--- src/logic/spc_cfg.svh ---
// constants of the self-programming controller: offsets, fields, windows
`ifndef SPC_CFG_SVH
`define SPC_CFG_SVH

// ----------------------------------------------------------------------
// apb register offsets (byte addresses, one aligned word each)
// ----------------------------------------------------------------------
`define SPC_OFS_CTRL 8'h00
`define SPC_OFS_STATUS 8'h04
`define SPC_OFS_LOCK 8'h08
`define SPC_OFS_FUSE 8'h0C
`define SPC_OFS_W 8

// ----------------------------------------------------------------------
// control register fields
// ----------------------------------------------------------------------
`define SPC_CTRL_ARM 0
`define SPC_CTRL_ERASE 1
`define SPC_CTRL_WRITE 2
`define SPC_CTRL_LFSEL 3
`define SPC_CTRL_RWW 4
`define SPC_CTRL_BUSY 7
`define SPC_CTRL_CMD_W 5

// ----------------------------------------------------------------------
// the only accepted patterns of the low five control bits
// ----------------------------------------------------------------------
`define SPC_PAT_RWW 5'h11
`define SPC_PAT_LFSEL 5'h09
`define SPC_PAT_WRITE 5'h05
`define SPC_PAT_ERASE 5'h03
`define SPC_PAT_FILL 5'h01

// ----------------------------------------------------------------------
// status register fields
// ----------------------------------------------------------------------
`define SPC_STAT_OP_BUSY 0
`define SPC_STAT_EE_BUSY 1
`define SPC_STAT_REFUSED 2

// ----------------------------------------------------------------------
// lock byte layout and reset
// ----------------------------------------------------------------------
`define SPC_LOCK_APP_WP 2
`define SPC_LOCK_BOOT_WP 4
`define SPC_LOCK_SW_MASK 8'h3C
`define SPC_LOCK_RESET 8'h00

// ----------------------------------------------------------------------
// arm windows, in clock cycles after the arming write
// ----------------------------------------------------------------------
`define SPC_CNT_W 3
`define SPC_STORE_WIN 3'h4
`define SPC_LOAD_WIN 3'h3

// ----------------------------------------------------------------------
// pointer values that select a lock or fuse byte
// ----------------------------------------------------------------------
`define SPC_PTR_FUSE_LOW 16'h0000
`define SPC_PTR_LOCK 16'h0001
`define SPC_PTR_EXT_FUSE 16'h0002
`define SPC_PTR_FUSE_HIGH 16'h0003

// ----------------------------------------------------------------------
// page geometry: 64 words per page, 16-bit pointer to bytes
// ----------------------------------------------------------------------
`define SPC_WORD_W 16
`define SPC_BUF_AW 6
`define SPC_PAGE_W 9
`define SPC_PAGE_LSB 7
`define SPC_BOOT_START 9'h1C0

`endif

--- src/logic/spc_pkg.sv ---
// types shared by the self-programming controller
package spc_pkg;

  // ----------------------------------------------------------------------
  // command latched by an arming write
  // ----------------------------------------------------------------------
  typedef enum logic [2:0] {
    spc_cmd_none,
    spc_cmd_fill,
    spc_cmd_erase,
    spc_cmd_write,
    spc_cmd_lock,
    spc_cmd_rww
  } spc_cmd_e;

  // ----------------------------------------------------------------------
  // apb slave answer
  // ----------------------------------------------------------------------
  typedef struct packed {
    logic pready;
    logic pslverr;
    logic [31:0] prdata;
  } spc_apb_s;

  // ----------------------------------------------------------------------
  // request towards the flash array
  // ----------------------------------------------------------------------
  typedef struct packed {
    logic req;
    logic is_write;
    logic [8:0] page;
  } spc_flash_s;

  // ----------------------------------------------------------------------
  // page buffer write port
  // ----------------------------------------------------------------------
  typedef struct packed {
    logic we;
    logic [5:0] addr;
    logic [15:0] data;
  } spc_buf_s;

  // ----------------------------------------------------------------------
  // all state of the controller
  // ----------------------------------------------------------------------
  typedef struct packed {
    logic arm;
    spc_cmd_e cmd;
    logic [2:0] cnt;
    logic op_busy;
    logic refused;
    logic [7:0] lock;
    spc_apb_s apb;
    logic ld_valid;
    logic [7:0] ld_data;
    logic store_done;
    logic rww_pulse;
    spc_flash_s flash;
    spc_buf_s buf_wr;
  } spc_state_s;

endpackage : spc_pkg

--- src/logic/spc_page_buf.sv ---
// temporary page buffer: one write port, one registered read port
`timescale 1ns/1ns
module spc_page_buf #(
  parameter int DW = 16,
  parameter int AW = 6
) (
  // clock and reset
  input wire logic pclk,
  input wire logic presetn,
  // fill side
  input wire logic we,
  input wire logic [AW-1:0] waddr,
  input wire logic [DW-1:0] wdata,
  // drain side
  input wire logic [AW-1:0] raddr,
  output logic [DW-1:0] rdata
);

  logic [DW-1:0] mem [0:(1<<AW)-1];

  // array has no reset: contents are undefined until the page is filled
  always_ff @(posedge pclk) begin
    if (we) begin
      mem[waddr] <= wdata;
    end
  end

  always_ff @(posedge pclk or negedge presetn) begin
    if (!presetn) begin
      rdata <= '0;
    end else begin
      rdata <= mem[raddr];
    end
  end

endmodule : spc_page_buf

--- src/logic/spc_top.sv ---
// self-programming controller: arming, page buffer, flash ops, fuse reads
`timescale 1ns/1ns
`include "spc_cfg.svh"

// Overview of operation
// - an arming write opens the store instruction for four cycles only
// - arming with a command bit makes the next store run that command
// - arming alone makes the next store write the word pair to the buffer
// - pointer bit zero is ignored when addressing the page buffer
// - arm clears after a store completes or four idle cycles pass
// - arm stays set while a page erase or page write runs
// - control writes outside the five legal low patterns do nothing but flag refused during an eeprom write
// - eeprom write in progress blocks all software flash programming
// - eeprom write in progress blocks software lock and fuse reads; only loads are blocked, apb lock and fuse register reads are not
// - pointer one with lock access armed, load within three returns lock
// - lock access clears after read, three idle load or four store cycles
// - once lock access clears, loads read program memory again
// - pointer zero with lock access armed returns the fuse low byte
// - pointer three with lock access armed returns the fuse high byte
// - pointer two with lock access armed returns the extended fuse byte
// - two boot lock sets protect whole flash, boot, application or none
// - boot locks are set by software or programmer, cleared by chip erase
// - general write lock does not stop programming by store instruction
// - general read/write lock does not stop loads or stores
module spc_top #(
  parameter logic [8:0] BOOT_START_PAGE = `SPC_BOOT_START
) (
  // clock and reset
  input wire logic pclk,
  input wire logic presetn,
  // apb slave
  input wire logic psel,
  input wire logic penable,
  input wire logic pwrite,
  input wire logic [31:0] paddr,
  input wire logic [31:0] pwdata,
  output logic [31:0] prdata,
  output logic pready,
  output logic pslverr,
  // processor core
  input wire logic program_store_instruction,
  input wire logic program_load_instruction,
  input wire logic [15:0] pointer,
  input wire logic [15:0] data_word_pair,
  output logic store_done,
  output logic lock_fuse_load_valid,
  output logic [7:0] lock_fuse_load_data,
  // eeprom, fuses and external programmer
  input wire logic eeprom_program_busy,
  input wire logic [7:0] fuse_low_byte,
  input wire logic [7:0] fuse_high_byte,
  input wire logic [7:0] extended_fuse_byte,
  input wire logic chip_erase,
  input wire logic ext_lock_set,
  input wire logic [7:0] ext_lock_data,
  // flash array
  input wire logic flash_done,
  input wire logic [5:0] flash_buf_addr,
  output logic [15:0] flash_buf_data,
  output logic flash_req,
  output logic flash_is_write,
  output logic [8:0] flash_page,
  output logic rww_section_reenable
);

  // ----------------------------------------------------------------------
  // state
  // ----------------------------------------------------------------------
  spc_pkg::spc_state_s s;
  spc_pkg::spc_state_s next_s;

  logic acc;
  logic setup;
  logic [4:0] wcmd;
  logic [`SPC_PAGE_W-1:0] page;
  logic protected_page;
  logic [7:0] rd_ctrl;
  // decoded views of requests and registers
  logic [7:0] rd_status;
  spc_pkg::spc_cmd_e wcmd_dec;
  logic ctrl_wr;
  logic status_wr;
  logic store_go;
  logic load_go;
  logic [7:0] lf_byte;
  logic lf_hit;

  // ----------------------------------------------------------------------
  // access and instruction strobes
  // ----------------------------------------------------------------------
  assign acc = psel & penable & s.apb.pready;
  assign setup = psel & penable & ~s.apb.pready;
  assign wcmd = pwdata[`SPC_CTRL_CMD_W-1:0];
  assign page = pointer[15:`SPC_PAGE_LSB];
  // register writes take effect at the edge that ends the access phase
  assign ctrl_wr = acc & pwrite & (paddr[`SPC_OFS_W-1:0] == `SPC_OFS_CTRL);
  assign status_wr = acc & pwrite &
                     (paddr[`SPC_OFS_W-1:0] == `SPC_OFS_STATUS);
  // a running page op owns arm, so neither instruction is taken then
  assign store_go = program_store_instruction & s.arm & ~s.op_busy;
  assign load_go = program_load_instruction & s.arm & ~s.op_busy &
                   (s.cmd == spc_pkg::spc_cmd_lock) &
                   (s.cnt < `SPC_LOAD_WIN) &
                   ~eeprom_program_busy;

  // each of the two lock sets guards one section; both set guards all,
  // none set leaves the whole flash writable
  assign protected_page = (page >= BOOT_START_PAGE) ?
                          s.lock[`SPC_LOCK_BOOT_WP] :
                          s.lock[`SPC_LOCK_APP_WP];

  always_comb begin
    rd_ctrl = 8'h00;
    rd_ctrl[`SPC_CTRL_ARM] = s.arm;
    rd_ctrl[`SPC_CTRL_ERASE] = s.cmd == spc_pkg::spc_cmd_erase;
    rd_ctrl[`SPC_CTRL_WRITE] = s.cmd == spc_pkg::spc_cmd_write;
    rd_ctrl[`SPC_CTRL_LFSEL] = s.cmd == spc_pkg::spc_cmd_lock;
    rd_ctrl[`SPC_CTRL_RWW] = s.cmd == spc_pkg::spc_cmd_rww;
    rd_ctrl[`SPC_CTRL_BUSY] = s.op_busy;
  end

  // refused is sticky until software writes one to it
  always_comb begin
    rd_status = 8'h00;
    rd_status[`SPC_STAT_OP_BUSY] = s.op_busy;
    rd_status[`SPC_STAT_EE_BUSY] = eeprom_program_busy;
    rd_status[`SPC_STAT_REFUSED] = s.refused;
  end

  // ----------------------------------------------------------------------
  // decode of control writes and of the load pointer
  // ----------------------------------------------------------------------
  // any low pattern but the legal five decodes to no command, so such a
  // write can neither arm nor stretch a window that is already open
  always_comb begin
    unique case (wcmd)
      `SPC_PAT_FILL: wcmd_dec = spc_pkg::spc_cmd_fill;
      `SPC_PAT_ERASE: wcmd_dec = spc_pkg::spc_cmd_erase;
      `SPC_PAT_WRITE: wcmd_dec = spc_pkg::spc_cmd_write;
      `SPC_PAT_LFSEL: wcmd_dec = spc_pkg::spc_cmd_lock;
      `SPC_PAT_RWW: wcmd_dec = spc_pkg::spc_cmd_rww;
      default: wcmd_dec = spc_pkg::spc_cmd_none;
    endcase
  end

  // lock or fuse byte picked by the pointer; other pointers give none
  always_comb begin
    lf_hit = 1'b1;
    lf_byte = 8'h00;
    unique case (pointer)
      `SPC_PTR_FUSE_LOW: lf_byte = fuse_low_byte;
      `SPC_PTR_LOCK: lf_byte = s.lock;
      `SPC_PTR_EXT_FUSE: lf_byte = extended_fuse_byte;
      `SPC_PTR_FUSE_HIGH: lf_byte = fuse_high_byte;
      default: lf_hit = 1'b0;
    endcase
  end

  // ----------------------------------------------------------------------
  // next state
  // ----------------------------------------------------------------------
  always_comb begin
    next_s = s;
    next_s.ld_valid = 1'b0;
    next_s.store_done = 1'b0;
    next_s.rww_pulse = 1'b0;
    next_s.flash.req = 1'b0;
    next_s.buf_wr.we = 1'b0;

    // apb: one wait state, answer registered with pready
    next_s.apb.pready = setup;
    if (setup) begin
      next_s.apb.pslverr = 1'b0;
      next_s.apb.prdata = 32'h0000_0000;
      unique case (paddr[`SPC_OFS_W-1:0])
        `SPC_OFS_CTRL: next_s.apb.prdata[7:0] = rd_ctrl;
        `SPC_OFS_STATUS: next_s.apb.prdata[7:0] = rd_status;
        `SPC_OFS_LOCK: next_s.apb.prdata[7:0] = s.lock;
        `SPC_OFS_FUSE: next_s.apb.prdata[23:0] =
          {extended_fuse_byte, fuse_high_byte, fuse_low_byte};
        default: next_s.apb.pslverr = 1'b1;
      endcase
    end

    // window count; a running page op freezes it and keeps arm high
    if (s.arm && !s.op_busy) begin
      if (s.cnt == `SPC_STORE_WIN - 3'h1) begin
        next_s.arm = 1'b0;
        next_s.cmd = spc_pkg::spc_cmd_none;
        next_s.cnt = 3'h0;
      end else begin
        next_s.cnt = s.cnt + 3'h1;
      end
    end

    // end of page erase or page write
    if (s.op_busy && flash_done) begin
      next_s.op_busy = 1'b0;
      next_s.arm = 1'b0;
      next_s.cmd = spc_pkg::spc_cmd_none;
      next_s.cnt = 3'h0;
      next_s.store_done = 1'b1;
    end

    // refused flag: software clears by writing one, a new event wins
    if (status_wr && pwdata[`SPC_STAT_REFUSED]) begin
      next_s.refused = 1'b0;
    end

    // lock bits: chip erase and reset are the only ways back to zero
    if (chip_erase) begin
      next_s.lock = `SPC_LOCK_RESET;
    end
    if (ext_lock_set) begin
      next_s.lock = next_s.lock | ext_lock_data;
    end

    // store instruction; the general lock mode bits are never consulted
    if (store_go) begin
      next_s.arm = 1'b0;
      next_s.cmd = spc_pkg::spc_cmd_none;
      next_s.cnt = 3'h0;
      if (eeprom_program_busy) begin
        next_s.refused = 1'b1;
      end else begin
        unique case (s.cmd)
          spc_pkg::spc_cmd_fill: begin
            next_s.buf_wr.we = 1'b1;
            next_s.buf_wr.addr = pointer[`SPC_BUF_AW:1];
            next_s.buf_wr.data = data_word_pair;
            next_s.store_done = 1'b1;
          end
          spc_pkg::spc_cmd_erase, spc_pkg::spc_cmd_write: begin
            if (protected_page) begin
              next_s.refused = 1'b1;
            end else begin
              next_s.flash.req = 1'b1;
              next_s.flash.is_write = s.cmd == spc_pkg::spc_cmd_write;
              next_s.flash.page = page;
              next_s.op_busy = 1'b1;
              next_s.arm = 1'b1;
              next_s.cmd = s.cmd;
              next_s.cnt = s.cnt;
            end
          end
          spc_pkg::spc_cmd_lock: begin
            next_s.lock = next_s.lock |
              (data_word_pair[7:0] & `SPC_LOCK_SW_MASK);
            next_s.store_done = 1'b1;
          end
          spc_pkg::spc_cmd_rww: begin
            next_s.rww_pulse = 1'b1;
            next_s.store_done = 1'b1;
          end
          default: begin
            next_s.store_done = 1'b0;
          end
        endcase
      end
    end

    // load instruction: lock and fuse bytes only inside the short window
    if (load_go && lf_hit) begin
      next_s.ld_valid = 1'b1;
      next_s.ld_data = lf_byte;
      next_s.arm = 1'b0;
      next_s.cmd = spc_pkg::spc_cmd_none;
      next_s.cnt = 3'h0;
    end

    // arming write; refused while the eeprom is being written
    // a write while a page op runs is dropped: arm belongs to that op
    if (ctrl_wr && !s.op_busy) begin
      if (eeprom_program_busy) begin
        next_s.refused = 1'b1;
      end else if (wcmd_dec != spc_pkg::spc_cmd_none) begin
        next_s.cnt = 3'h0;
        next_s.arm = 1'b1;
        next_s.cmd = wcmd_dec;
      end
    end
  end

  // ----------------------------------------------------------------------
  // state register
  // ----------------------------------------------------------------------
  always_ff @(posedge pclk or negedge presetn) begin
    if (!presetn) begin
      s.arm <= 1'b0;
      s.cmd <= spc_pkg::spc_cmd_none;
      s.cnt <= 3'h0;
      s.op_busy <= 1'b0;
      s.refused <= 1'b0;
      s.lock <= `SPC_LOCK_RESET;
      s.apb <= '0;
      s.ld_valid <= 1'b0;
      s.ld_data <= 8'h00;
      s.store_done <= 1'b0;
      s.rww_pulse <= 1'b0;
      s.flash <= '0;
      s.buf_wr <= '0;
    end else begin
      s <= next_s;
    end
  end

  // ----------------------------------------------------------------------
  // page buffer
  // ----------------------------------------------------------------------
  spc_page_buf #(
    .DW(`SPC_WORD_W),
    .AW(`SPC_BUF_AW)
  ) u_buf (
    .pclk(pclk),
    .presetn(presetn),
    .we(s.buf_wr.we),
    .waddr(s.buf_wr.addr),
    .wdata(s.buf_wr.data),
    .raddr(flash_buf_addr),
    .rdata(flash_buf_data)
  );

  // ----------------------------------------------------------------------
  // outputs, all straight from the state register
  // ----------------------------------------------------------------------
  assign prdata = s.apb.prdata;
  assign pready = s.apb.pready;
  assign pslverr = s.apb.pslverr;
  assign store_done = s.store_done;
  assign lock_fuse_load_valid = s.ld_valid;
  assign lock_fuse_load_data = s.ld_data;
  assign flash_req = s.flash.req;
  assign flash_is_write = s.flash.is_write;
  assign flash_page = s.flash.page;
  assign rww_section_reenable = s.rww_pulse;

endmodule : spc_top

--- config.mk ---
export PLATFORM = sky130hd
export DESIGN_NAME = spc_top
export DESIGN_NICKNAME = d
export VERILOG_FILES = /design/src/logic/spc_pkg.sv /design/src/logic/spc_page_buf.sv /design/src/logic/spc_top.sv
export VERILOG_INCLUDE_DIRS = /design/src /design/src/logic
export SDC_FILE = /design/constraint.sdc
export NUM_CORES = 1
export LEC_CHECK = 0
export BUFFER_PORTS_ARGS = -buffer_cell sky130_fd_sc_hd__buf_4
export CAP_MARGIN = 20
export CORE_MARGIN = 2
export CORE_UTILIZATION = 35
export DETAILED_ROUTE_END_ITERATION = 12
export PLACE_DENSITY_LB_ADDON = 0.12
export SETUP_SLACK_MARGIN = 0.4
export SKIP_CTS_REPAIR_TIMING = 1
export SLEW_MARGIN = 20
export SYNTH_ARGS = -nofsm -noshare
export SYNTH_HDL_FRONTEND = slang
export SYNTH_HIERARCHICAL = 1
export SYNTH_SLANG_ARGS = --single-unit
--- constraint.sdc ---
create_clock -name pclk -period 3.1 [get_ports pclk]
set_clock_uncertainty 0.05 [all_clocks]
set_input_delay 0.31 -clock pclk [delete_from_list [all_inputs] [get_ports pclk]]
set_output_delay 0.31 -clock pclk [all_outputs]
set_load 0.005 [all_outputs]
==> reports/qor.txt <==
Post-synth top area share: 69.1%
Die height: 361 µm
Synth warnings: 6
Post-synthesis sequential area ratio: 74.9%
Hold Crit Class: in2reg
First-pass GRT wire length: 169000 µm
Setup TNS Final: 0 ns
DRC viols: 0
Finish-stage setup viols: 0
EDFF count, synth: 1024
Worst Setup SP: rd_ctrl[7]
Routed wire per std cell: 27.1 µm
H-tree depth: 3
Gr usage total: 17.9%
Die Span X: 361 µm
Total core area: 126000 µm²
Slew @ Worst Pin: 1.16 ns
Syn_area_per_cell: 20.2 µm²
Synth area leaders: edfxtp_1 69%, mux4_2 11%, dfrtp_1 5.8%
Netlist cell types: 65
Worst setup EP type: flop
Hold path cells: 3
Share of layout cells above drive strength 1: 30.1%
Predominant post-synthesis flop cell: edfxtp_1
Syn-to-layout area delta: 18.5%
Max cap viols: 0
Maximum VDD drop: 0.444 mV
Final antenna-violating net count: 0
RR Startpoint: rd_ctrl[7]
Violated checks: hold timing
Largest fanout on the critical path: 13
PnR worst setup slack: 0.700 ns
DR vias: 22709
Outcome: finished with violations
Setup crit end: s[91]
Flops & latches, synth: 1128
Commonest non-fill, non-tap cell in the layout: edfxtp_1
Crit path kind: reg2reg
Post-synth top area cell: edfxtp_1
DR vias/cell: 5.23
Placed insts: 4046
Hold slack: -0.0102 ns
Root Buffer: clkbuf_16
Post-detail-place hpwl: 74800 µm
Post-Route Utilization: 41.9%
Post-Synthesis Cells: 2206
Starting DRT DRC Count: 1989
Maximum root-to-sink buffer count: 3
Normalized max-slew margin: 22.4%
Most frequent cells in the layout: 1024 x edfxtp_1, 336 x buf_4, 223 x mux4_2
Port buffer count: 157
Worst-path clk slew: 0.06 ns
Std-Cell Rows: 130
CP Depth: 5
Pwr/cell area: 584 nW/µm²
Setup slack at placement: 0.281 ns
FFs w/ async S/R, synth: 9.22%
Num CTS Buffers: 119
Total Die Area: 130000 µm²
FMAX: 0.417 GHz
Worst-path cell chain: nand4bb_1 -> a2111oi_4 -> buf_4 -> a21oi_1 -> nor3b_1
CP Buf/Inv Count: 1
Reg2reg end: s[91]
Final Hold Viols: 1
Clock latency on the worst-skew pair: 0.70 ns
Remaining Overflow, GRT: 0
Final Non-Filler Cells: 4343
Placer Congestion: 0.820
Num ports: 217
Max incr delay on CP: 0.79 ns
RSZ-0062 raised after global routing: no
Total Wirelength: 118000 µm
Slew Viols, Final: 0
Initial Util: 35.4%
R2R cell count: 5
Critical Path Start Type: flop
Final min period: 2.40 ns
Vias in the first global route: 23398
Worst-path cell with the longest stage delay: a2111oi_4
Fin crit share: 77.4%
Final total power: 0.0308 W
Post-synthesis cell area: 44500 µm²
CP Data Required Time: 3.66 ns
CTS tree: done
Pre-antenna DRT Iters: 8
Initial antenna violation count: 14
# nets final: 2744
Largest net degree at the start of global routing: 59
Clock sink total: 1128
Top cell family by delay on the critical path: compound AO/OA/AOI/OAI gates
Leak: 20.5 nW
Reg2reg setup slack: 0.70 ns
Worst path arrival time: 2.96 ns
[kinds of logic after synthesis]
family                     share of synthesized area [%]
muxes                                               15.6
other                                            0.00842
adders and majority gates                         0.0281
DFF                                                 74.9
and+or+nand+nor                                     3.49
AOI/OAI and AO/OA                                   3.27
xor gates and xnor gates                          0.0393
buffers and inverters                               2.67
[tightest hold or removal path, cell delays in order]
cell	delay [ns]
buf_4	0.17
a21oi_1	0.13
o21ai_0	0.07
[worst min-delay path by stage]
stage	start	endpoint	slack (ns)
6_report	paddr[3]	prdata[4]	-0.01
5_1_grt	paddr[7]	prdata[0]	0.002
4_1_cts	presetn	lock_fuse_load_data[6]	-0.38
3_5_place_dp	presetn	prdata[14]	0.40
3_3_place_gp	presetn	prdata[22]	0.38
2_1_floorplan	presetn	flash_is_write	-0.04
[metal layers]
layer	track usage (%)	up-vias	share of wire, %
met5	0	-	0.0076
met4	3.91	2	1.8
met3	2.99	156	4.8
met2	30.0	545	50
met1	24.6	12215	44
li1	-	9791	-
[Yosys cell counts, types with 13 or more instances]
library cell	number
a21oi_1	26
a221oi_1	17
a22o_1	22
a22oi_1	41
buf_2	43
buf_4	61
buf_6	16
clkbuf_1	38
dfrtp_1	104
edfxtp_1	1024
mux2_1	19
mux2_2	51
mux2i_1	89
mux4_2	223
nand2_1	83
nand3_1	32
nand4_1	13
nor2_1	81
nor2b_1	43
o21ai_0	20
[area by class of cell]
type	count	area, µm²
clock inverter	61	450
fill	11223	73200
antenna	2	5.00
tap	1650	2060
inverter	10	37.5
sequential	1128	33400
timing repair buffer	433	3630
multi-input combinational	906	10000
clock buffer	153	3160
[through the flow]
| stage | cell area, µm² | hold WS (ns) |
|---|---|---|
| 2_1_floorplan | 44600 | -0.0356 |
| 3_3_place_gp | 48300 | 0.382 |
| 3_5_place_dp | 48300 | 0.398 |
| 4_1_cts | 51900 | -0.381 |
| 5_1_grt | 52700 | 0.00161 |
| 6_report | 52700 | -0.0102 |
[registers in the layout (all words and copies together), names as in the netlist, 2 cells and up]
signal,flops
lock_fuse_load_data,8
rd_ctrl,2
flash_page,9
u_buf/mem,1024
s,37
prdata,24
u_buf/rdata,16
[power by group]
part	switching [W]	internal (W)
combinational	0.000577	0.000493
clock	0.00570	0.00762
sequential	0.0000367	0.0164
total	0.00632	0.0245
Power figures use the tool's default switching activity.
